==> config.mk <==
export PLATFORM = sky130hd
export DESIGN_NAME = slv_core
export DESIGN_NICKNAME = d
export VERILOG_FILES = /design/src/core/slv_pkg.sv /design/src/core/slv_sync.sv /design/src/core/slv_core.sv
export SDC_FILE = /design/constraint.sdc
export NUM_CORES = 1
export LEC_CHECK = 0
export BUFFER_PORTS_ARGS = -buffer_cell sky130_fd_sc_hd__buf_2
export CAP_MARGIN = 20
export CORE_ASPECT_RATIO = 0.8
export CORE_MARGIN = 5
export CORE_UTILIZATION = 49
export DETAILED_ROUTE_END_ITERATION = 8
export PLACE_DENSITY = 0.8
export SYNTH_ARGS = -nofsm -noshare
export SYNTH_HDL_FRONTEND = slang
export SYNTH_SLANG_ARGS = --single-unit
export TNS_END_PERCENT = 100
==> constraint.sdc <==
create_clock -name CLK_SYS -period 3.3 [get_ports CLK_SYS]
set_input_delay 0.33 -clock CLK_SYS [delete_from_list [all_inputs] [get_ports CLK_SYS]]
set_output_delay 0.33 -clock CLK_SYS [all_outputs]
set_load 0.02 [all_outputs]
==> src/core/slv_pkg.sv <==
// Summary of operation
// - three-bit level field picks one of eight trip levels, 000 lowest, 111 highest
// - low-supply flag reads one below threshold, zero above it
// - low-supply flag sits at control bit 5, read-only, writes ignored
// - detector-on bit one powers detector, zero switches it off
// - control bits 7 to 6 and bit 3 always read zero
// - reference for the detector turns on automatically with the detector
// - detector keeps running in sleep or idle while enabled
// - low-supply flag filtered, a change passes only once two successive samples agree
// - detector request feeds the shared interrupt, flag also pollable
// - detector request raised only after fixed delay from flag rise
// - in power-down a supply drop sets request flag and wakes core
// - any zero-to-one request flag transition during power-down wakes, enable irrelevant
// - servicing clears only the shared flag, detector request stays set
package slv_pkg;

	// ****************************************************************
	// timing
	// ****************************************************************
	localparam int unsigned CLK_PERIOD_NS  = 100;
	localparam int unsigned SETTLE_TIME_NS = 100000;
	localparam int unsigned RAISE_TIME_NS  = 60000;
	localparam int unsigned SETTLE_CYC     =
		(SETTLE_TIME_NS + CLK_PERIOD_NS - 1) / CLK_PERIOD_NS;
	localparam int unsigned RAISE_CYC      =
		(RAISE_TIME_NS + CLK_PERIOD_NS - 1) / CLK_PERIOD_NS;

	// ****************************************************************
	// register offsets
	// ****************************************************************
	localparam logic [2:0] ADR_CTRL   = 3'h0;
	localparam logic [2:0] ADR_REQ    = 3'h1;
	localparam logic [2:0] ADR_STAT   = 3'h2;
	localparam logic [2:0] ADR_MASK   = 3'h3;
	localparam logic [2:0] ADR_SHARED = 3'h4;

	// ****************************************************************
	// field positions
	// ****************************************************************
	localparam int CTRL_LVL_LSB    = 0;
	localparam int CTRL_LVL_MSB    = 2;
	localparam int CTRL_ON_BIT     = 4;
	localparam int CTRL_FLAG_BIT   = 5;
	localparam int REQ_FLAG_BIT    = 0;
	localparam int REQ_SETTLED_BIT = 1;
	localparam int EV_RAISE_BIT    = 0;
	localparam int EV_RISE_BIT     = 1;
	localparam int EV_FALL_BIT     = 2;
	localparam int EV_W            = 3;
	localparam int SH_FLAG_BIT     = 0;
	localparam int SH_EN_BIT       = 1;

	// ****************************************************************
	// reset values
	// ****************************************************************
	localparam logic [2:0]      LVL_RST  = 3'h0;
	localparam logic            ON_RST   = 1'b0;
	localparam logic            REQ_RST  = 1'b0;
	localparam logic            SH_RST   = 1'b0;
	localparam logic [EV_W-1:0] STAT_RST = 3'h0;
	localparam logic [EV_W-1:0] MASK_RST = 3'h0;
	localparam logic [7:0]      RD_RST   = 8'h00;

	// ****************************************************************
	// types
	// ****************************************************************
	typedef struct packed {
		logic       det_on;
		logic       ref_on;
		logic [2:0] level;
	} slv_ana_s;

	typedef enum logic [1:0] {
		REQ_IDLE,
		REQ_DELAY,
		REQ_HELD
	} slv_req_e;

endpackage

==> src/core/slv_sync.sv <==
`timescale 1ns/1ns
module slv_sync
(
	input  wire logic clk,
	input  wire logic srst,
	input  wire logic en,
	input  wire logic d,
	output logic      q
);

	logic s1_q;
	logic s2_q;
	logic s3_q;
	logic q_q;
	logic q_d;

	// ****************************************************************
	// accept a change once stages two and three agree
	// ****************************************************************
	always_comb
	begin
		q_d = q_q;
		if (s2_q == s3_q)
		begin
			q_d = s3_q;
		end
	end

	always_ff @(posedge clk)
	begin
		if (srst)
		begin
			s1_q <= 1'b0;
			s2_q <= 1'b0;
			s3_q <= 1'b0;
			q_q  <= 1'b0;
		end
		else if (en)
		begin
			s1_q <= d;
			s2_q <= s1_q;
			s3_q <= s2_q;
			q_q  <= q_d;
		end
	end

	assign q = q_q;

endmodule

==> src/core/slv_core.sv <==
// The implementer's own choices: the register offsets and strobed register access.
`timescale 1ns/1ns
module slv_core
	import slv_pkg::*;
#(
	parameter int unsigned SETTLE_CYCLES = SETTLE_CYC,
	parameter int unsigned RAISE_CYCLES  = RAISE_CYC
)
(
	input  wire logic       CLK_SYS,
	input  wire logic       SRST,
	input  wire logic       CE,
	input  wire logic [2:0] ADDR,
	input  wire logic [7:0] WDATA,
	input  wire logic       WR,
	input  wire logic       RD,
	output logic      [7:0] RDATA,
	input  wire logic       CMP_LOW,
	input  wire logic       PWR_DOWN,
	input  wire logic       MF_ACK,
	output slv_ana_s        ANA,
	output logic            MF_REQ,
	output logic            WAKE,
	output logic            IRQ
);

	localparam int SW = $clog2(SETTLE_CYCLES + 1);
	localparam int RW = $clog2(RAISE_CYCLES + 1);
	localparam logic [SW-1:0] SETTLE_LOAD = SW'(SETTLE_CYCLES);
	localparam logic [RW-1:0] RAISE_LOAD  = RW'(RAISE_CYCLES - 1);

	logic            cmp_sync;
	logic            low_flag;
	logic            flag_prev_q;
	logic            flag_rise;
	logic            flag_fall;
	logic            settled;
	logic            wr_ctrl;
	logic            wr_req;
	logic            wr_stat;
	logic            wr_mask;
	logic            wr_sh;

	logic [2:0]      lvl_q;
	logic [2:0]      lvl_d;
	logic            on_q;
	logic            on_d;
	logic [SW-1:0]   settle_q;
	logic [SW-1:0]   settle_d;

	slv_req_e        state_q;
	slv_req_e        state_d;
	logic [RW-1:0]   cnt_q;
	logic [RW-1:0]   cnt_d;
	logic            raise;

	logic            req_q;
	logic            req_d;
	logic            req_prev_q;
	logic            req_rise;
	logic            sh_flag_q;
	logic            sh_flag_d;
	logic            sh_en_q;
	logic            sh_en_d;
	logic            wake_q;
	logic            wake_d;

	logic [EV_W-1:0] stat_q;
	logic [EV_W-1:0] stat_d;
	logic [EV_W-1:0] mask_q;
	logic [EV_W-1:0] mask_d;
	logic [EV_W-1:0] ev;
	logic [7:0]      rd_q;
	logic [7:0]      rd_d;

	// ****************************************************************
	// comparator input
	// ****************************************************************
	slv_sync u_sync
	(
		.clk  (CLK_SYS),
		.srst (SRST),
		.en   (CE),
		.d    (CMP_LOW),
		.q    (cmp_sync)
	);

	// filtered in u_sync, gated by enable
	assign low_flag  = on_q & cmp_sync;
	assign flag_rise = low_flag & ~flag_prev_q;
	assign flag_fall = ~low_flag & flag_prev_q;

	// ****************************************************************
	// write decode
	// ****************************************************************
	assign wr_ctrl = WR && (ADDR == ADR_CTRL);
	assign wr_req  = WR && (ADDR == ADR_REQ);
	assign wr_stat = WR && (ADDR == ADR_STAT);
	assign wr_mask = WR && (ADDR == ADR_MASK);
	assign wr_sh   = WR && (ADDR == ADR_SHARED);

	// ****************************************************************
	// control register and settle timer
	// ****************************************************************
	always_comb
	begin
		lvl_d    = lvl_q;
		on_d     = on_q;
		settle_d = settle_q;
		if (wr_ctrl)
		begin
			lvl_d = WDATA[CTRL_LVL_MSB:CTRL_LVL_LSB];
			on_d  = WDATA[CTRL_ON_BIT];
		end
		if (!on_d)
		begin
			settle_d = '0;
		end
		else if (!on_q)
		begin
			settle_d = SETTLE_LOAD;
		end
		else if (settle_q != '0)
		begin
			settle_d = settle_q - SW'(1);
		end
	end

	always_ff @(posedge CLK_SYS)
	begin
		if (SRST)
		begin
			lvl_q    <= LVL_RST;
			on_q     <= ON_RST;
			settle_q <= '0;
		end
		else if (CE)
		begin
			lvl_q    <= lvl_d;
			on_q     <= on_d;
			settle_q <= settle_d;
		end
	end

	assign settled = on_q && (settle_q == '0);

	// analog side: stays on in power-down, reference follows enable
	assign ANA.det_on = on_q;
	assign ANA.ref_on = on_q;
	assign ANA.level  = lvl_q;

	// ****************************************************************
	// request delay
	// ****************************************************************
	always_comb
	begin
		state_d = state_q;
		cnt_d   = cnt_q;
		raise   = 1'b0;
		case (state_q)
			REQ_IDLE:
			begin
				if (flag_rise)
				begin
					state_d = REQ_DELAY;
					cnt_d   = RAISE_LOAD;
				end
			end
			REQ_DELAY:
			begin
				if (!low_flag)
				begin
					state_d = REQ_IDLE;
				end
				else if (cnt_q == '0)
				begin
					raise   = 1'b1;
					state_d = REQ_HELD;
				end
				else
				begin
					cnt_d = cnt_q - RW'(1);
				end
			end
			REQ_HELD:
			begin
				if (!low_flag)
				begin
					state_d = REQ_IDLE;
				end
			end
			default:
			begin
				state_d = REQ_IDLE;
			end
		endcase
	end

	always_ff @(posedge CLK_SYS)
	begin
		if (SRST)
		begin
			state_q     <= REQ_IDLE;
			cnt_q       <= '0;
			flag_prev_q <= 1'b0;
		end
		else if (CE)
		begin
			state_q     <= state_d;
			cnt_q       <= cnt_d;
			flag_prev_q <= low_flag;
		end
	end

	// ****************************************************************
	// request, shared flag and wake-up
	// ****************************************************************
	assign req_rise = req_q & ~req_prev_q;

	always_comb
	begin
		req_d     = req_q;
		sh_flag_d = sh_flag_q;
		sh_en_d   = sh_en_q;
		wake_d    = 1'b0;
		if (wr_req)
		begin
			req_d = WDATA[REQ_FLAG_BIT];
		end
		if (raise)
		begin
			req_d = 1'b1;
		end
		if (MF_ACK)
		begin
			sh_flag_d = 1'b0;
		end
		if (wr_sh)
		begin
			sh_flag_d = WDATA[SH_FLAG_BIT];
			sh_en_d   = WDATA[SH_EN_BIT];
		end
		if (req_rise)
		begin
			sh_flag_d = 1'b1;
		end
		if (req_rise && PWR_DOWN)
		begin
			wake_d = 1'b1;
		end
	end

	always_ff @(posedge CLK_SYS)
	begin
		if (SRST)
		begin
			req_q      <= REQ_RST;
			req_prev_q <= REQ_RST;
			sh_flag_q  <= SH_RST;
			sh_en_q    <= SH_RST;
			wake_q     <= 1'b0;
		end
		else if (CE)
		begin
			req_q      <= req_d;
			req_prev_q <= req_q;
			sh_flag_q  <= sh_flag_d;
			sh_en_q    <= sh_en_d;
			wake_q     <= wake_d;
		end
	end

	assign MF_REQ = sh_flag_q & sh_en_q;
	assign WAKE   = wake_q;

	// ****************************************************************
	// event status and mask
	// ****************************************************************
	always_comb
	begin
		ev               = '0;
		ev[EV_RAISE_BIT] = raise;
		ev[EV_RISE_BIT]  = flag_rise;
		ev[EV_FALL_BIT]  = flag_fall;
		stat_d           = stat_q;
		mask_d           = mask_q;
		if (wr_stat)
		begin
			stat_d = stat_q & ~WDATA[EV_W-1:0];
		end
		stat_d = stat_d | ev;
		if (wr_mask)
		begin
			mask_d = WDATA[EV_W-1:0];
		end
	end

	always_ff @(posedge CLK_SYS)
	begin
		if (SRST)
		begin
			stat_q <= STAT_RST;
			mask_q <= MASK_RST;
		end
		else if (CE)
		begin
			stat_q <= stat_d;
			mask_q <= mask_d;
		end
	end

	assign IRQ = |(stat_q & mask_q);

	// ****************************************************************
	// read port
	// ****************************************************************
	always_comb
	begin
		rd_d = RD_RST;
		if (RD)
		begin
			case (ADDR)
				ADR_CTRL:
				begin
					rd_d[CTRL_LVL_MSB:CTRL_LVL_LSB] = lvl_q;
					rd_d[CTRL_ON_BIT]                = on_q;
					rd_d[CTRL_FLAG_BIT]              = low_flag;
				end
				ADR_REQ:
				begin
					rd_d[REQ_FLAG_BIT]    = req_q;
					rd_d[REQ_SETTLED_BIT] = settled;
				end
				ADR_STAT:
				begin
					rd_d[EV_W-1:0] = stat_q;
				end
				ADR_MASK:
				begin
					rd_d[EV_W-1:0] = mask_q;
				end
				ADR_SHARED:
				begin
					rd_d[SH_FLAG_BIT] = sh_flag_q;
					rd_d[SH_EN_BIT]   = sh_en_q;
				end
				default:
				begin
					rd_d = RD_RST;
				end
			endcase
		end
	end

	// bits 7:6 and 3 never assigned above
	always_ff @(posedge CLK_SYS)
	begin
		if (SRST)
		begin
			rd_q <= RD_RST;
		end
		else if (CE)
		begin
			rd_q <= rd_d;
		end
	end

	assign RDATA = rd_q;

endmodule

Yosys cells after proc, flatten, opt, wreduce, memory -nomap -nowiden
Index checks and enable logic that the tools add are counted.
{ "word_totals": {"regBits": 50, "inputBits": 19, "out_inout_bits": 16} }
{ "classes": {"addsub": 2, "n_eq_ne": 13, "n_mux": 27, "n_bitwise": 12, "n_reduce_logical": 25} }
{ "ops": {"columns": ["operator", "n"], "rows": [
  ["10-bit 2-to-1 mux", 6],
  ["10-bit zero test", 2],
  ["10-bit case mux with 2 select lines", 1],
  ["10-bit by 1-bit subtractor with 10-bit output (second input constant)", 2],
  ["2-bit AND reduction", 7],
  ["1-bit 2-to-1 mux", 10],
  ["2-bit 2-to-1 mux", 5],
  ["2-bit case mux with 5 select lines", 1],
  ["10-bit nonzero test", 1],
  ["2-bit inequality test (second input constant)", 4],
  ["1-bit logical AND", 7],
  ["3-bit bitwise AND", 2],
  ["3-bit by 2-bit == test with 1-bit output (second input constant)", 2],
  ["6-bit 2-to-1 mux", 1],
  ["2-bit case mux with 3 select lines", 1],
  ["1-bit bitwise AND", 5],
  ["5-bit AND reduction", 1],
  ["4-bit AND reduction", 1],
  ["2-bit nonzero test", 2],
  ["3-bit by 1-bit == test with 1-bit output (second input constant)", 1],
  ["3-bit == test (second input constant)", 1],
  ["3-bit zero test", 1],
  ["3-bit 2-to-1 mux", 1],
  ["3-bit by 2-bit inequality test with 1-bit output (second input constant)", 1],
  ["other kinds (11)", 13]
]} }

Depth between registers and ports, before layout
Gate-level depths: netlist of run 1.
{ "depth": {"ltp_word": 6, "mapped_depth": 7, "depth_no_buf": 6} }

By module
From an unflattened synthesis of run 1, not the netlist that was laid out.
{ "hier_totals": {"hier_cells": 289, "hier_area_um2": 2474.9} }
{ "modules_own_cells": {"columns": ["module", "instances", "cells_each", "area_per_inst_um2"], "rows": [
  ["slv_core", 1, 273, 2303.5],
  ["slv_sync", 1, 16, 171.4]
]} }

Least setup slack after synthesis of run 1
Ideal clock, no wire load.
{ "synth_timing": {"kind": "input to register", "from": "input port ADDR[1]", "to": "register settle_q[0]", "arrival_time_ps": 2202, "required_ps": 3240, "setup_slack_ps": 1038, "cell_stages": 5, "path_buffers": 1, "path_cell_list": "clkbuf_1 -> nor4b_1 -> mux2_2 -> a2111oi_0 -> a22o_1"} }
{ "synth_between": {"elab_chain_len": 5} }
{ "synth_lines": {"columns": ["element", "line", "source"], "rows": [
  ["from (decl)", "slv_core.sv:13", "input wire logic [2:0] ADDR,"],
  ["3-bit zero test *", "slv_core.sv:96", "assign wr_ctrl = WR && (ADDR == ADR_CTRL);"],
  ["1-bit logical AND *", "slv_core.sv:96", null],
  ["1-bit 2-to-1 mux *", "slv_core.sv:110", "if (wr_ctrl)"],
  ["3-bit by 2-bit inequality test with 1-bit output (no line)", null, null],
  ["2-bit AND reduction (no line)", null, null],
  ["to (signal assigned)", "slv_core.sv:141", "settle_q <= settle_d;"],
  ["to (decl)", "slv_core.sv:48", "logic [SW-1:0] settle_q;"]
]} }
Every way passes the cells marked *; elsewhere a longest branch is shown, timed or not.
A chain may end at the register's enable or synchronous reset.

Final worst setup path of run 1
{ "layout_timing": {"from": "register settle_q[4]", "to": "register settle_q[2]"} }
{ "layout_between": {"elab_chain_len": 3} }
{ "layout_lines": {"columns": ["element", "line", "source"], "rows": [
  ["10-bit nonzero test", "slv_core.sv:123", "else if (settle_q != '0)"],
  ["3-bit by 2-bit inequality test with 1-bit output (no line)", null, null],
  ["2-bit AND reduction (no line)", null, null]
]} }
Every way passes these cells.

==> flow_metrics.env, run 1 <==
export IMPL_setup_viol=0
export IMPL_grt_total_usage_pct=19.6
export IMPL_min_to="u_sync.s1_q$_SDFFE_PP0P_"
export IMPL_core_area_mm2=0.00495
export IMPL_use_met1_pct=27.7
export IMPL_finalCritPeriodShare_pct=71.5
export IMPL_cts_hold_buf=0
export IMPL_cts_sinks=47
export IMPL_crit_fanout=7
export IMPL_grt_pass1_wl_um=10200
export IMPL_hold_depth=3
export IMPL_vias=2287
export IMPL_cp_slowest_cell="or4_1"
export IMPL_dpl_hpwl_um=4090
export IMPL_post_cts_resized=0
export IMPL_die_x_um=89.5
export IMPL_ir_drop_uv=259
export IMPL_crit_chain="or4_1, nor4_1, a2111oi_0, a32o_1"
export IMPL_power_density_cell_area_mw_per_mm2=425
export IMPL_use_met3_pct=3.70
export IMPL_critPathKind="reg -> reg"
export IMPL_clock_fmax_mhz=424
export IMPL_start_util_pct=50.0
export IMPL_ctsLongestPathBuffers=2
export IMPL_clock_skew_ns=0.00702
export IMPL_synth_distinct_cells=52
export IMPL_utilization_pct=54.9
export IMPL_place_congestion=0.836
export IMPL_finalWirelength_um=6010
export IMPL_syn_avg_cell_area_um2=8.39
export IMPL_slew_violations=0
export IMPL_antenna_found_initial=0
export IMPL_finalHoldViolCount=0
export IMPL_area_delta_synth_final_pct=9.71
export IMPL_ys_flop_type="dfxtp_1"
export IMPL_worstRegToRegCells=4
export IMPL_vias_per_cell=6.15
export IMPL_worst_slew_pin_slew_ns=0.928
export IMPL_tritoncts="built"
export IMPL_syn_inst=295
export IMPL_ioPinCount=35
export IMPL_mostFrequentLayoutCells="dfxtp_1, buf_2, nor2_1"
export IMPL_ys_ff_latch=47
export IMPL_rows=23
export IMPL_drive_above_1_share_pct=17.1
export IMPL_yosysWarningCount=0
export IMPL_drv_cap=0
export IMPL_clkLatencyLatePin_ns=0.31
export IMPL_grt_max_degree=38
export IMPL_grt_pass1_vias=2177
export IMPL_nFillCells=464
export IMPL_clk_pin_slew_ns=0.10
export IMPL_die_area_mm2=0.00658
export IMPL_reg2reg_from="settle_q[4]$_SDFFE_PP0P_"
export IMPL_start_kind="flip-flop"
export IMPL_async_flop_share_pct=0
export IMPL_setup_tns_final_ns=0
export IMPL_cpPeakStageDelay_ns=0.66
export IMPL_drt_pass1_iterations=5
export IMPL_wire_per_inst_um=16.2
export IMPL_post_cts_setup_buffers=0
export IMPL_whs_ns=0.263
export IMPL_rsz0062_at_grt="false"
export IMPL_first_iter_violations=230
export IMPL_ys_seq_area_share_pct=38.0
export IMPL_die_y_um=73.6
export IMPL_hold_path_startpoint="CMP_LOW"
export IMPL_leakagePower_nw=1.07
export IMPL_syn_area_mm2=0.00247
export IMPL_reg2reg_to="settle_q[2]$_SDFFE_PP0P_"
export IMPL_max_slew_margin_rel_pct=36.5
export IMPL_drc=0
export IMPL_grt_met2_usage_pct=28.9
export IMPL_post_route_min_period_ns=2.36
export IMPL_synth_edff_count=0
export IMPL_end_kind="flip-flop"
export IMPL_h_tree_depth=2
export IMPL_io_buffers=27
export IMPL_root_buffer="clkbuf_8"
export IMPL_mostFrequentLayoutCell="dfxtp_1"
export IMPL_antenna_cells=0
export IMPL_cp_data_arrival_time_ns=2.57
export IMPL_cts_inserted_buffers=5
export IMPL_r2r_setup_slack_ns=0.94
export IMPL_final_nets=332
export IMPL_hp_class="in -> reg"
export IMPL_ant_nets=0
export IMPL_status="completed"
export IMPL_overflow=0
export IMPL_busiest_layer="met2"
export IMPL_required_ns=3.51
## registers in the layout, indices dropped and copies added (netlist names)
name         count
sh_en_q          1
settle_q        10
RDATA            5
u_sync.s3_q      1
u_sync.q         1
stat_q           3
cnt_q           10
req_q            1
req_prev_q       1
sh_flag_q        1
mask_q           3
flag_prev_q      1
state_q          2
lvl_q            3
WAKE             1
u_sync.s1_q      1
u_sync.s2_q      1
on_q             1
## synthesized netlist by cell type, types with 3 or more instances
cell,number,area (um^2)
inv_1,8,30.0
nor3_1,8,40.0
a31oi_1,5,31.3
o31ai_1,3,22.5
o41ai_1,4,35.0
a21oi_1,20,100
nand3_1,6,30.0
ha_1,4,50.1
nor4_1,5,31.3
o21ai_0,17,85.1
or4b_2,4,40.0
buf_4,5,37.5
or2_2,6,37.5
nand4b_1,5,43.8
dfxtp_1,47,941
a32o_1,6,60.1
or4_1,7,52.6
nor2_1,25,93.8
nand2b_1,3,18.8
clkbuf_1,16,60.1
nand2_1,23,86.3
nand4_1,4,25.0
or3_1,6,37.5
mux2i_1,18,180
## worst max-delay path, delay by kind of cell, from the launching register on
family	cells	cell delay, ns
flip-flops	1	0.38
AO/OA/AOI/OAI	2	0.64
AND/OR/NAND/NOR	2	1.25
## logic make-up (layout without fill, tap and decap cells)
family	after synthesis	after routing	synth area share, %
AO/OA/AOI/OAI	76	76	20.6
adder cells (fa/ha/maj)	4	4	2.02
buffers and inverters	34	47	6.02
flip-flops	47	47	38.0
multiplexers	20	20	8.19
other	1	3	0.152
AND/OR/NAND/NOR	113	113	25.0
## metal layers
layer	vias to the layer above	part of all wire (%)
li1	1111	-
met1	1096	47
met2	71	46
met3	9	5.1
met4	0	1.6
met5	-	0
## worst max-delay path by stage
stage                                to                     start  cells past startpoint
2_1_floorplan  settle_q[0]$_SDFFE_PP0P_                   ADDR[1]                      5
3_3_place_gp   settle_q[0]$_SDFFE_PP0P_                   ADDR[1]                      5
3_5_place_dp   settle_q[0]$_SDFFE_PP0P_                   ADDR[1]                      5
4_1_cts        settle_q[2]$_SDFFE_PP0P_  settle_q[4]$_SDFFE_PP0P_                      4
5_1_grt        settle_q[0]$_SDFFE_PP0P_  settle_q[4]$_SDFFE_PP0P_                      4
6_report       settle_q[2]$_SDFFE_PP0P_  settle_q[4]$_SDFFE_PP0P_                      4
## where the power goes
group          leakage (nW)  switching, mW  total [mW]  internal, mW
Clock                0.0587          0.216       0.446         0.230
Combinational         0.630         0.0750       0.118        0.0431
Sequential            0.380         0.0140       0.591         0.577
Total                  1.07          0.305        1.16         0.850
## through the flow
step                std cells  power (mW)  setup slack [ns]  instance area, um^2
floorplan                 297       0.694              1.04                 2480
global placement          364       0.716             0.778                 2600
global route              372        1.20             0.760                 2720
detailed placement        364       0.721             0.711                 2600
finish                    372        1.16             0.942                 2720
CTS                       372        1.16             0.959                 2720
## final cells by class
cell class,instances,area [um^2],area share (%)
Multi-Input combinational cell,216,1390,51.3
Sequential cell,47,941,34.7
Inverter,10,37.5,1.38
Clock buffer,5,68.8,2.53
Clock inverter,3,47.5,1.75
Tap cell,62,77.6,2.86
Timing Repair Buffer,29,150,5.53
Power figures use the tool's default switching activity.
==> inputs of run 2 (changes only) <==
- clock period: 3.3 -> 2.2 ns (I/O delays scaled with it)
==> flow_metrics.env, run 2 (same netlist as run 1, synthesis figures left out) <==
export IMPL_status="completed"
export IMPL_hold_path_startpoint="CMP_LOW"
export IMPL_reg2reg_from="settle_q[4]$_SDFFE_PP0P_"
export IMPL_critPathKind="reg -> reg"
export IMPL_post_cts_setup_buffers=0
export IMPL_die_y_um=73.6
export IMPL_antenna_found_initial=0
export IMPL_cts_sinks=47
export IMPL_nFillCells=457
export IMPL_grt_max_degree=29
export IMPL_sw_frac_of_total_pct=26.2
export IMPL_core_area_mm2=0.00495
export IMPL_clkPwrFrac_pct=33.3
export IMPL_grt_pass1_wl_um=10000
export IMPL_finalCritPeriodShare_pct=93.9
export IMPL_grt_pass1_vias=2145
export IMPL_worstRegToRegCells=4
export IMPL_overflow=0
export IMPL_worst_slew_pin_slew_ns=0.819
export IMPL_ir_drop_uv=435
export IMPL_mostFrequentLayoutCell="dfxtp_1"
export IMPL_crit_buf_inv=0
export IMPL_cts_inserted_buffers=5
export IMPL_first_iter_violations=144
export IMPL_clkLatencyLatePin_ns=0.30
export IMPL_finalHoldViolCount=0
export IMPL_clk_pin_slew_ns=0.09
export IMPL_wire_per_inst_um=15.2
export IMPL_drv_cap=0
export IMPL_path_depth=4
export IMPL_multi_input_area_mm2=0.00139
export IMPL_root_buffer="clkbuf_8"
export IMPL_vias=2334
export IMPL_crit_fanout=6
export IMPL_rows=23
export IMPL_start_util_pct=50.0
export IMPL_setup_viol=0
export IMPL_drc=0
export IMPL_setup_ws_ns=0.133
export IMPL_crit_chain="or4_1, or4_1, a31o_1, a211oi_2"
export IMPL_ioPinCount=35
export IMPL_hp_class="in -> reg"
export IMPL_crit_family="simple AND/OR/NAND/NOR gates"
export IMPL_cp_data_arrival_time_ns=2.29
export IMPL_p_seq_share_pct=53.8
export IMPL_h_tree_depth=2
export IMPL_dp_slack_ns=-0.0439
export IMPL_ctsLongestPathBuffers=2
export IMPL_mostFrequentLayoutCells="dfxtp_1, buf_2, nor2_1"
export IMPL_finalWirelength_um=5880
export IMPL_start_kind="flip-flop"
export IMPL_grt_total_usage_pct=19.2
export IMPL_die_x_um=89.5
export IMPL_crit_path_start="settle_q[4]$_SDFFE_PP0P_"
export IMPL_power_density_cell_area_mw_per_mm2=580
export IMPL_hold_depth=3
export IMPL_clock_fmax_mhz=484
export IMPL_drt_pass1_iterations=5
export IMPL_drive_above_1_share_pct=21.2
export IMPL_required_ns=2.42
export IMPL_dpl_hpwl_um=4300
export IMPL_slew_violations=0
export IMPL_clock_skew_ns=0.00574
export IMPL_max_slew_margin_rel_pct=44.9
export IMPL_combPwrFrac_pct=12.8
export IMPL_ant_nets=0
export IMPL_cpPeakStageDelay_ns=0.65
export IMPL_cp_slowest_cell="or4_1"
export IMPL_place_congestion=0.878
export IMPL_antenna_cells=0
export IMPL_rsz0062_at_grt="false"
export IMPL_setup_tns_final_ns=0
export IMPL_utilization_pct=57.0
export IMPL_power_internal_mw=1.21
export IMPL_vias_per_cell=6.02
export IMPL_post_route_min_period_ns=2.07
export IMPL_end_kind="flip-flop"
export IMPL_area_delta_synth_final_pct=13.9
export IMPL_io_buffers=27
export IMPL_switchingPower_mw=0.428
export IMPL_path_common_cell="or4_1"
export IMPL_register_area_um2=941
export IMPL_tritoncts="built"
export IMPL_leakagePower_nw=1.14
export IMPL_final_nets=348
export IMPL_die_area_mm2=0.00658
-- run 2: per-layer routing --
layer | vias to the layer above | GRT usage [%] | routed length [um]
li1 | 1153 | - | -
met1 | 1103 | 26.6 | 2680
met2 | 72 | 30.6 | 2800
met3 | 6 | 4.04 | 368
met4 | 0 | 4.30 | 33
met5 | - | 0 | 0
-- run 2: layout make-up --
| class | instances | area share, % |
|---|---|---|
| multi-input combinational | 216 | 49.4 |
| sequential | 47 | 33.4 |
| timing repair buffer | 45 | 9.59 |
| clock buffer | 6 | 2.93 |
| tap | 62 | 2.75 |
| inverter | 10 | 1.33 |
| clock inverter | 2 | 0.577 |
-- run 2: path summary, 6_finish.rpt --
| kind | endpoint | slack, ns |
|---|---|---|
| worst max register to register | settle_q[6]$_SDFFE_PP0P_ | 0.13 |
| worst max-delay path | settle_q[6]$_SDFFE_PP0P_ | 0.13 |
| worst min-delay path | u_sync.s1_q$_SDFFE_PP0P_ | 0.15 |
| worst min register to register | RDATA[0]$_SDFFE_PP0P_ | 0.46 |
-- run 2: worst reg2reg max path, delay by kind of cell, from the launching register on --
family	cells	cell delay [ns]
and+or+nand+nor	2	1.21
DFF	1	0.32
AOI/OAI and AO/OA	2	0.47
-- run 2: repair_timing --
item,4_1_cts,5_1_grt
hold buffers,0,0
resized for setup,0,1
setup endpoints to repair,0,3
-- run 2: power by group through the flow --
stage	Sequential [mW]	Clock (mW)	Combinational (mW)
3_3_place_gp	0.899	0	0.202
4_1_cts	0.880	0.559	0.208
5_1_grt	0.883	0.596	0.232
3_5_place_dp	0.900	0	0.206
2_1_floorplan	0.897	0	0.144
6_report	0.880	0.545	0.210
-- run 2: metrics by stage --
stage / total power [mW] / area, um^2 / cells / hold WS [ns]
2_1_floorplan: 1.04 / 2480 / 297 / 0.364
3_3_place_gp: 1.10 / 2720 / 380 / 0.435
3_5_place_dp: 1.11 / 2720 / 380 / 0.439
4_1_cts: 1.65 / 2820 / 388 / 0.144
5_1_grt: 1.71 / 2820 / 388 / 0.179
6_report: 1.64 / 2820 / 388 / 0.150
==> inputs of run 3 (changes only) <==
- PLACE_DENSITY: 0.8 -> 0.77
==> flow_metrics.env, run 3 (same netlist as run 1, synthesis figures left out) <==
export IMPL_wire_per_inst_um=15.7
export IMPL_overflow=0
export IMPL_power_density_cell_area_mw_per_mm2=618
export IMPL_crit_chain="or4_1, or4_1, o21ai_1, mux2i_1"
export IMPL_grt_met2_usage_pct=29.6
export IMPL_clock_skew_ns=0.00854
export IMPL_ctsLongestPathBuffers=2
export IMPL_drv_cap=0
export IMPL_die_area_mm2=0.00658
export IMPL_finalWirelength_um=6100
export IMPL_max_slew_margin_rel_pct=38.7
export IMPL_mostFrequentLayoutCells="dfxtp_1, buf_2, nor2_1"
export IMPL_use_met1_pct=27.6
export IMPL_p_total_mw=1.76
export IMPL_rows=23
export IMPL_root_buffer="clkbuf_8"
export IMPL_finalCritPeriodShare_pct=95.6
export IMPL_clkLatencyLatePin_ns=0.31
export IMPL_vias=2305
export IMPL_area_delta_synth_final_pct=14.9
export IMPL_hp_class="in -> reg"
export IMPL_vias_per_cell=5.93
export IMPL_cpPeakStageDelay_ns=0.67
export IMPL_cts_sinks=47
export IMPL_multi_input_area_mm2=0.00139
export IMPL_drt_pass1_iterations=5
export IMPL_grt_max_degree=28
export IMPL_ant_nets=0
export IMPL_die_y_um=73.6
export IMPL_tritoncts="built"
export IMPL_grt_pass1_vias=2124
export IMPL_io_buffers=27
export IMPL_drc=0
export IMPL_rsz0062_at_grt="false"
export IMPL_setup_viol=0
export IMPL_clk_pin_slew_ns=0.10
export IMPL_ioPinCount=35
export IMPL_post_route_min_period_ns=2.10
export IMPL_status="completed"
export IMPL_worst_slew_pin_slew_ns=0.912
export IMPL_cts_inserted_buffers=5
export IMPL_end_kind="flip-flop"
export IMPL_drive_above_1_share_pct=21.4
export IMPL_clock_fmax_mhz=476
export IMPL_cp_data_arrival_time_ns=2.34
export IMPL_die_x_um=89.5
export IMPL_grt_total_usage_pct=19.5
export IMPL_nFillCells=468
export IMPL_setup_tns_final_ns=0
export IMPL_busiest_layer="met2"
export IMPL_use_met3_pct=4.71
export IMPL_path_common_cell="or4_1"
export IMPL_utilization_pct=57.5
export IMPL_antenna_cells=0
export IMPL_whs_ns=0.154
export IMPL_critPathKind="reg -> reg"
export IMPL_register_area_um2=941
export IMPL_required_ns=2.44
export IMPL_mostFrequentLayoutCell="dfxtp_1"
export IMPL_finalHoldViolCount=0
export IMPL_place_area_mm2=0.00273
export IMPL_cp_slowest_cell="or4_1"
export IMPL_antenna_found_initial=0
export IMPL_final_nets=349
export IMPL_leakagePower_nw=1.15
export IMPL_start_kind="flip-flop"
export IMPL_h_tree_depth=2
export IMPL_slew_violations=0
export IMPL_grt_pass1_wl_um=10000
export IMPL_ir_drop_uv=381
export IMPL_place_congestion=0.874
export IMPL_final_area_mm2=0.00284
export IMPL_post_cts_setup_buffers=0
export IMPL_dpl_hpwl_um=4390
export IMPL_core_area_mm2=0.00495
export IMPL_first_iter_violations=176
export IMPL_start_util_pct=50.0
export IMPL_crit_fanout=6
[run 3: changes by cell type in the layout (fill, tap and decap cells not counted)]
cell        change
buf_4           +1
bufinv_16       +1
clkbuf_8        -1
clkinvlp_4      -1
inv_6           +1
[run 3: where the power goes]
part	leakage, nW	switching, mW	internal (mW)
combinational	0.716	0.124	0.0866
clock	0.0587	0.319	0.345
sequential	0.380	0.0168	0.865
total	1.15	0.460	1.30
[run 3: layout make-up]
| type | count | share of cell area (%) |
|---|---|---|
| Tap cell | 62 | 2.73 |
| Clock buffer | 5 | 2.42 |
| Timing Repair Buffer | 46 | 9.77 |
| Clock inverter | 3 | 1.67 |
| Inverter | 10 | 1.32 |
| Multi-Input combinational cell | 216 | 49.0 |
| Sequential cell | 47 | 33.1 |
[run 3: per-stage QoR]
stage	instances	setup WS [ns]
6_report	389	0.0970
5_1_grt	389	0.0130
4_1_cts	389	0.114
3_5_place_dp	381	-0.100
3_3_place_gp	381	-0.0163
2_1_floorplan	297	0.0482
[run 3: routing by layer]
layer  wire [um]  up-vias
met4          49        0
li1            -     1145
met2        2830       61
met5           0        -
met3         317        5
met1        2900     1094
[run 3: path summary, 6_finish.rpt]
kind                       startpoint                        to  slack [ns]  depth (start not counted)
max reg2reg  settle_q[4]$_SDFFE_PP0P_  settle_q[1]$_SDFFE_PP0P_         0.1                          4
min reg2reg     RDATA[0]$_SDFFE_PP0P_     RDATA[0]$_SDFFE_PP0P_        0.47                          2
max          settle_q[4]$_SDFFE_PP0P_  settle_q[1]$_SDFFE_PP0P_         0.1                          4
min                           CMP_LOW  u_sync.s1_q$_SDFFE_PP0P_        0.15                          3
[run 3: worst max-delay path: cells and delay by family (launching register included)]
family           cells  cell delay, ns
AO/OA/AOI/OAI        1            0.28
multiplexers         1            0.20
flip-flops           1            0.32
AND/OR/NAND/NOR      2            1.24
[run 3: repair_timing]
action | 4_1_cts | 5_1_grt
gates resized for setup | 0 | 1
hold buffers | 0 | 0
endpoints found under the setup margin | 0 | 3
